## config.mk

```make
export PLATFORM = sky130hd
export DESIGN_NAME = csvs_select
export DESIGN_NICKNAME = d
export VERILOG_FILES = /design/src/hdl/csvs_pkg.sv /design/src/hdl/csvs_select.sv
export SDC_FILE = /design/constraint.sdc
export NUM_CORES = 1
export LEC_CHECK = 0
export ABC_AREA = 1
export BUFFER_PORTS_ARGS = -buffer_cell sky130_fd_sc_hd__buf_2
export CORE_ASPECT_RATIO = 0.8
export CORE_MARGIN = 4
export CORE_UTILIZATION = 40
export CTS_CLUSTER_SIZE = 8
export DETAILED_ROUTE_END_ITERATION = 6
export HOLD_SLACK_MARGIN = 0.06
export PLACE_DENSITY = 0.65
export SYNTH_ARGS = -nofsm -noshare
export SYNTH_HDL_FRONTEND = slang
export SYNTH_SLANG_ARGS = --single-unit
```

## constraint.sdc

```tcl
create_clock -name clk_i -period 4 [get_ports clk_i]
set_input_delay 1.2 -clock clk_i [delete_from_list [all_inputs] [get_ports clk_i]]
set_output_delay 1.2 -clock clk_i [all_outputs]
set_load 0.05 [all_outputs]
```

## src/hdl/csvs_pkg.sv

```systemverilog
// package: constants and types for the card supply voltage select block
package csvs_pkg;

    // =====================================================================
    // timing figures, in their own units
    localparam int unsigned CLK_MHZ          = 250;
    localparam int unsigned LONG_HIGH_MS     = 30;
    localparam int unsigned SHORT_HIGH_MS    = 15;
    localparam int unsigned PULSE_MIN_US     = 200;
    localparam int unsigned LOW_MAX_US       = 700;

    // =====================================================================
    // derived cycle counts (least times round up, longest round down)
    localparam longint unsigned LONG_HIGH_CYC  = longint'(LONG_HIGH_MS) * 1000 * CLK_MHZ;
    localparam longint unsigned SHORT_HIGH_CYC = longint'(SHORT_HIGH_MS) * 1000 * CLK_MHZ;
    localparam longint unsigned PULSE_MIN_CYC  = longint'(PULSE_MIN_US) * CLK_MHZ;
    localparam longint unsigned LOW_MAX_CYC    = longint'(LOW_MAX_US) * CLK_MHZ;
    localparam int unsigned     CNT_W          = 24;

    // =====================================================================
    // supply level encoding and reset value
    typedef enum logic [0:0] {
        CSVS_VCC_3V = 1'b0,
        CSVS_VCC_5V = 1'b1
    } csvs_vcc_t;
    localparam csvs_vcc_t VCC_RESET = CSVS_VCC_3V;

    // selector states, gray along idle -> low -> high -> active
    typedef enum logic [1:0] {
        CSVS_IDLE   = 2'b00,
        CSVS_SEL_LO = 2'b01,
        CSVS_SEL_HI = 2'b11,
        CSVS_ACTIVE = 2'b10
    } csvs_state_t;

    // outputs toward the activation and deactivation sequencers
    typedef struct packed {
        logic      activate;   // one-cycle pulse on activation command
        logic      deactivate; // one-cycle pulse on session end, except one ending an in-window low after 5 V
        logic      session;    // level, card session running
        csvs_vcc_t vcc_sel;    // chosen supply level
        logic      sel_valid;  // choice came from a documented timing
    } csvs_ctrl_t;

endpackage

```

## src/hdl/csvs_select.sv

```systemverilog
// module: card supply voltage selection from request pin timing
// Notes on behaviour
// - time request HIGH before fall, pick supply
// - HIGH over 30 ms selects 5 V
// - HIGH under 15 ms selects 3 V
// - after long idle, pulse pattern selects 3 V
// - falling edge is activation command, except a fall from idle after a HIGH between 15 and 30 ms
// - rising edge ends session, starts deactivation unless it ends an in-window low after a 5 V activation
module csvs_select
#(
    parameter longint unsigned LONG_CYC  = csvs_pkg::LONG_HIGH_CYC,
    parameter longint unsigned SHORT_CYC = csvs_pkg::SHORT_HIGH_CYC,
    parameter longint unsigned PMIN_CYC  = csvs_pkg::PULSE_MIN_CYC,
    parameter longint unsigned LMAX_CYC  = csvs_pkg::LOW_MAX_CYC
)
(
    // clock and reset
    input  wire logic                 clk_i,
    input  wire logic                 rstn_i,
    // request pin from host, active low
    input  wire logic                 card_power_request_n_i,
    // controls to the sequencers
    output csvs_pkg::csvs_ctrl_t      ctrl_o
);
    import csvs_pkg::*;

    // =====================================================================
    // how the choice is made
    // the phase timer counts cycles since the last pin edge, so at a fall
    // it holds the high time and at a rise it holds the low time.
    // a fall after a long high activates at 5 V at once: the pin gives no
    // way to tell a 5 V request from the first low of the 3 V pattern.
    // a 3 V card is therefore briefly offered a 5 V activation; if the pin
    // rises again inside the low window, that session end is kept from
    // the deactivation sequencer and the next fall reselects 3 V.
    // a fall after a high in the refused span starts the pattern instead
    // and gives no activation until the final fall of the pattern.
    // pulses outside their windows still end in a 3 V activation, but
    // sel_valid is low so the sequencers can refuse the choice.
    // the timer saturates, so an idle pin of any length reads as long.

    // window limits in cycles, cut to the timer width
    localparam logic [CNT_W-1:0] LONG_C  = CNT_W'(LONG_CYC);
    localparam logic [CNT_W-1:0] SHORT_C = CNT_W'(SHORT_CYC);
    localparam logic [CNT_W-1:0] SHORT_L = SHORT_C - 1'b1;      // last short-high count
    localparam logic [CNT_W-1:0] PMIN_C  = CNT_W'(PMIN_CYC);
    localparam logic [CNT_W-1:0] LMAX_C  = CNT_W'(LMAX_CYC);
    localparam logic [CNT_W-1:0] CNT_MAX = {CNT_W{1'b1}};

    // =====================================================================
    // edge detection on the request pin
    logic        req_n_d_r;
    logic        fall;
    logic        rise;

    // previous pin sample, idle high so reset gives no false edge
    always_ff @(posedge clk_i or negedge rstn_i)
    begin
        if (!rstn_i)
            req_n_d_r <= 1'b1;
        else
            req_n_d_r <= card_power_request_n_i;
    end

    // one-cycle edge strobes
    assign fall = req_n_d_r & ~card_power_request_n_i;
    assign rise = ~req_n_d_r & card_power_request_n_i;

    // =====================================================================
    // phase timer, restarted on every edge, saturating
    logic [CNT_W-1:0] cnt_r;
    logic             long_high;
    logic             mid_high;

    // cycles since the last edge
    always_ff @(posedge clk_i or negedge rstn_i)
    begin
        if (!rstn_i)
            cnt_r <= '0;
        else if (rise || fall)
            cnt_r <= '0;
        else if (cnt_r != CNT_MAX)
            cnt_r <= cnt_r + 1'b1;
    end

    // elapsed high time less the edge cycle, which the timer does not count
    assign long_high = (cnt_r >= LONG_C);
    assign mid_high  = (cnt_r >= SHORT_C) && !long_high;

    // =====================================================================
    // selector state machine
    csvs_state_t state_r;
    csvs_vcc_t   vcc_r;
    logic        valid_r;
    logic        act_r;
    logic        deact_r;
    logic        pend_r;
    logic        in_low_ok;
    logic        in_high_ok;
    logic        take_idle;
    logic        take_pat;

    // timer position inside a pulse window, ends included
    function automatic logic in_window(input logic [CNT_W-1:0] cnt,
                                       input logic [CNT_W-1:0] lo,
                                       input logic [CNT_W-1:0] hi);
        in_window = (cnt >= lo) && (cnt <= hi);
    endfunction

    // low and high phases of the 3 V pattern
    assign in_low_ok  = in_window(cnt_r, PMIN_C, LMAX_C);
    assign in_high_ok = in_window(cnt_r, PMIN_C, SHORT_L);

    // activation commands: a fall from idle outside the refused span, or the pattern end
    assign take_idle = (state_r == CSVS_IDLE) && fall && !mid_high;
    assign take_pat  = (state_r == CSVS_SEL_HI) && fall;

    // phase of the selection
    always_ff @(posedge clk_i or negedge rstn_i)
    begin
        if (!rstn_i)
            state_r <= CSVS_IDLE;
        else
        begin
            case (state_r)
                CSVS_IDLE:
                begin
                    if (fall && mid_high)
                        state_r <= CSVS_SEL_LO;
                    else if (fall)
                        state_r <= CSVS_ACTIVE;
                end
                CSVS_SEL_LO:
                begin
                    if (rise)
                        state_r <= CSVS_SEL_HI;
                end
                CSVS_SEL_HI:
                begin
                    if (fall)
                        state_r <= CSVS_ACTIVE;
                end
                CSVS_ACTIVE:
                begin
                    if (rise)
                        state_r <= CSVS_IDLE;
                end
                default:
                    state_r <= CSVS_IDLE;
            endcase
        end
    end

    // supply level, changed only together with an activation pulse
    always_ff @(posedge clk_i or negedge rstn_i)
    begin
        if (!rstn_i)
            vcc_r <= VCC_RESET;
        else if (take_idle && long_high)
            vcc_r <= CSVS_VCC_5V;
        else if (take_idle || take_pat)
            vcc_r <= CSVS_VCC_3V;
    end

    // validity of the choice; phases outside their windows mark it undefined
    always_ff @(posedge clk_i or negedge rstn_i)
    begin
        if (!rstn_i)
            valid_r <= 1'b0;
        else if (take_idle)
            valid_r <= 1'b1;
        else if (state_r == CSVS_IDLE && fall)
            valid_r <= 1'b0;
        else if (state_r == CSVS_SEL_LO && rise)
            valid_r <= in_low_ok;
        else if (take_pat)
            valid_r <= valid_r && in_high_ok;
    end

    // activation pulse, one cycle after the accepted fall
    always_ff @(posedge clk_i or negedge rstn_i)
    begin
        if (!rstn_i)
            act_r <= 1'b0;
        else
            act_r <= take_idle || take_pat;
    end

    // session end pulse; pend_r is read before the rise clears it
    always_ff @(posedge clk_i or negedge rstn_i)
    begin
        if (!rstn_i)
            deact_r <= 1'b0;
        else
            deact_r <= (state_r == CSVS_ACTIVE) && rise && !(pend_r && in_low_ok);
    end

    // =====================================================================
    // a long-idle fall might be the low of the 3 V pattern; if the pin
    // rises again within the low window it is treated as that pattern
    always_ff @(posedge clk_i or negedge rstn_i)
    begin
        if (!rstn_i)
            pend_r <= 1'b0;
        else if (take_idle && long_high)
            pend_r <= 1'b1;
        else if (rise || (pend_r && cnt_r > LMAX_C))
            pend_r <= 1'b0;
    end

    // =====================================================================
    // output assembly
    always_comb
    begin
        ctrl_o.activate   = act_r;
        ctrl_o.deactivate = deact_r;
        ctrl_o.session    = (state_r == CSVS_ACTIVE);
        ctrl_o.vcc_sel    = vcc_r;
        ctrl_o.sel_valid  = valid_r;
    end

endmodule

```

==> impl_summary.log <==
[metrics] Max rail drop VDD: 0.000170 V
[metrics] final wirelength: 6200 µm
[metrics] setup repair after global routing missed its margin: no
[metrics] compound-cell area share of the yosys netlist: 11.8%
[metrics] Hold Crit Start: vcc_r
[metrics] launch point of the worst reg-to-reg path: cnt_r[0]
[metrics] post-synthesis cell area: 2330 µm²
[metrics] ant diodes: 0
[metrics] Setup Crit Path Kind: in2reg
[metrics] pin count of the biggest net entering global routing: 33
[metrics] internal power component: 0.000558 W
[metrics] maximum fanout along the worst path: 19
[metrics] number of sinks handled by clock tree synthesis: 32
[metrics] DR WL met2: 2570 µm
[metrics] sequential fraction of design power: 44.4%
[metrics] most frequent cell after synthesis: sky130_fd_sc_hd__nand2_1
[metrics] overall die width: 93.4 µm
[metrics] Inserted Clock Buffers: 5
[metrics] uppermost routed layer: met4
[metrics] Worst R2R End: cnt_r[0]
[metrics] peak clock frequency supported by timing: 0.402 GHz
[metrics] Routed wire per std cell: 14.7 µm
[metrics] number of iterations in the first detailed-routing pass: 7
[metrics] number of distinct standard cells referenced by the synthesized netlist: 37
[metrics] fillers: 573
[metrics] post-CTS setup buffer count: 0
[metrics] fin crit share: 62.2%
[metrics] placer congestion estimate: 1.01
[metrics] Avg Synthesized Cell Area: 6.88 µm²
[metrics] Slew Limit Headroom: 50.4%
[metrics] fraction of power spent switching nets: 30.1%
[metrics] estimated wirelength of the detail-placed design: 4830 µm
[metrics] floorplan die height: 76.3 µm
[metrics] buffers added on ports: 7
[metrics] Worst Tran Pin Value: 0.744 ns
[metrics] count of mapped cells out of synthesis: 339
[metrics] Global Route Usage Sum: 18.0%
[metrics] result of the run: complete, but fails checks
[metrics] number of antenna violations at the first check in global routing: 0
[metrics] detailed-route vias per instance: 5.23
[metrics] count of boundary I/O pins: 8
[metrics] Synth Register Bits: 32
[metrics] final worst path period need: 2.49 ns
[metrics] violations in the final reports: DRC
[metrics] number of gates given a new drive strength after cts: 0
[metrics] final setup TNS: 0 ns
[metrics] CTS max path bufs: 2
[metrics] Pwr per Cell Area: 318 nW/µm²
[metrics] initial core utilization: 42.0%
[metrics] top_reg_cell synth: sky130_fd_sc_hd__dfrtp_1
[metrics] source-to-sink clock delay at the later pin of the worst-skew pair: 0.29 ns
[metrics] combinational fraction of design power: 16.0%
[metrics] H-tree levels: 2
[metrics] violation count after the first detailed-routing iteration: 219
[metrics] length in cells of the worst reg-to-reg path: 7
[metrics] worst hold path cell count: 2
[metrics] setup-violating endpoint count in the final report: 0
[metrics] number of synthesized flops with an enable pin: 0
[metrics] main combinational cell family by area after synthesis: simple AND/OR/NAND/NOR gates
[metrics] CTS root buf: sky130_fd_sc_hd__clkbuf_8
[metrics] clock skew: 0.0122 ns
[metrics] required time at the endpoint of the critical path: 4.18 ns
[metrics] final hold vios: 0
[metrics] synthesis warning total: 0
[metrics] worst min path class: reg2reg
[metrics] DRC violations left: 2
[metrics] syn nets: 346
[metrics] post-placement worst setup slack: 1.18 ns
[metrics] sw power: 0.000240 W
[metrics] total length of routed met3 wires: 517 µm
[metrics] share of post-route cells with drive strength above 1: 12.2%
[metrics] Final Worst Setup Slack: 1.51 ns
[metrics] wire length on met1: 3050 µm
[metrics] adder-cell share of the synthesized area: 2.15%
[metrics] Std-Cell Core Area: 5560 µm²
[metrics] Worst-path clk slew: 0.07 ns
[metrics] count of vias placed by the detailed router: 2207
[metrics] share of cell area taken by muxes after synthesis: 0%
[metrics] post-place instance area: 2390 µm²
[metrics] row count: 24
[metrics] async set-or-reset flop fraction in the synthesized netlist: 100%
[metrics] number of global-route vias before repair: 2090
[metrics] main area contributors after synthesis: sky130_fd_sc_hd__dfrtp_1, sky130_fd_sc_hd__nand2_1, sky130_fd_sc_hd__inv_1
[metrics] count of hold buffers inserted by post-cts repair: 0
[metrics] critical path endpoint category: flip-flop
[metrics] Remaining Overflow, GRT: 0
[metrics] share of the synthesized area in the top cell type: 33.3%
[metrics] proportion of synthesized chip area in sequential cells: 34.4%
[metrics] biggest area consumer among synthesized cells: sky130_fd_sc_hd__dfrtp_1
[metrics] design area: 2500 µm²
[metrics] most used standard cells in the synthesized netlist: sky130_fd_sc_hd__nand2_1, sky130_fd_sc_hd__inv_1, sky130_fd_sc_hd__nor2_1, sky130_fd_sc_hd__dfrtp_1, sky130_fd_sc_hd__nand3_1
[metrics] arrival time worst endpoint: 2.67 ns
[metrics] count of antenna-violating nets left after detailed routing: 0
[metrics] setup slack of the worst register-to-register path: 2.14 ns
[metrics] Leak: 1.18 nW
[metrics] Critical Path Start Type: primary input
[metrics] share of synthesized cell area in and, or, nand and nor gates: 40.0%
[metrics] global-route wire length before repair: 10200 µm
[metrics] Nets: 350
[metrics] clock share of power: 39.5%
[metrics] Worst Hold Endpoint: vcc_r
[metrics] Area growth syn-to-layout: 7.46%
[metrics] XOR/XNOR Fraction of Synth Area: 0.751%
[metrics] maxcap violations: 0
[metrics] die area: 7120 µm²
[metrics] pins over their slew limit: 0
[metrics] TritonCTS clock tree: yes
-- power groups by stage --
stage	sequential (W)	clock, W	combinational, W
after floorplan	0.000356	0	0.000109
after global placement	0.000360	0	0.000129
after detailed placement	0.000360	0	0.000129
after CTS	0.000354	0.000325	0.000129
after global routing	0.000356	0.000335	0.000144
final	0.000354	0.000315	0.000128
-- final cells by class --
class	count	area, µm²	share of cell area (%)
flip-flops and latches	32	802	32.0
multi-input cells	248	1270	50.9
clock inverters	3	42.5	1.70
repair buffers	7	35.0	1.40
inverters	49	184	7.34
clock buffers	5	68.8	2.75
well taps	78	97.6	3.90
-- per-layer routing --
layer  up-vias  GRT usage (%)
met3         6           4.84
met2        69           26.3
met4         0           4.25
met1      1024           26.3
met5         -              0
li1       1108              -
-- metrics by stage --
step	power [W]	util [%]	hold slack [ns]	cells
after floorplan	0.000466	-	0.469	339
after global placement	0.000488	43.1	0.481	414
after detailed placement	0.000489	43.1	0.490	414
after CTS	0.000808	45.1	0.505	422
after global routing	0.000835	45.1	0.514	422
final	0.000798	45.1	0.496	422
-- how the worst max path moves through the flow --
| stage | start | end | slack (ns) | depth (start not counted) |
|---|---|---|---|---|
| CTS | card_power_request_n_i | cnt_r[23] | 1.48 | 5 |
| global placement | card_power_request_n_i | cnt_r[20] | 1.29 | 5 |
| floorplan | flip-flop | ctrl_o[2] | 1.72 | 2 |
| finish | card_power_request_n_i | cnt_r[23] | 1.51 | 5 |
| detailed placement | card_power_request_n_i | cnt_r[23] | 1.18 | 5 |
| global route | card_power_request_n_i | cnt_r[23] | 1.39 | 5 |
-- registers in the layout, indices dropped and copies added (netlist names), named ones only --
signal	count
vcc_r	1
deact_r	1
valid_r	1
act_r	1
cnt_r	24
req_n_d_r	1
pend_r	1
-- placed cells by master, fill, tap and decap left out, drive strengths merged --
master     n
clkinvlp   1
o21bai     1
a31oi      4
nand4     10
nor2      49
xor2       2
o31ai      4
nand3     27
nor3b      1
clkbuf     5
nor4       5
o21ai     19
dfrtp     31
a21oi     12
ha         4
o211a      1
clkinv     1
a21boi     2
bufinv     1
inv       49
a211oi     1
or2        2
nand2     86
and3       2
nor3      15
o211ai     1
buf        7
dfstp      1
-- cells by family (layout without fill, tap and decap cells) --
kind of cell,after synthesis,after routing
buffers and inverters,59,64
DFF,32,32
AOI/OAI and AO/OA,45,45
xor gates and xnor gates,2,2
and+or+nand+nor,197,197
adders and majority gates,4,4
-- worst max-delay path, cell delays in order --
cell,delay [ns]
sky130_fd_sc_hd__buf_2,0.10
sky130_fd_sc_hd__inv_1,0.04
sky130_fd_sc_hd__ha_1,0.70
sky130_fd_sc_hd__inv_1,0.30
sky130_fd_sc_hd__o31ai_1,0.33
Power figures use the tool's default switching activity.
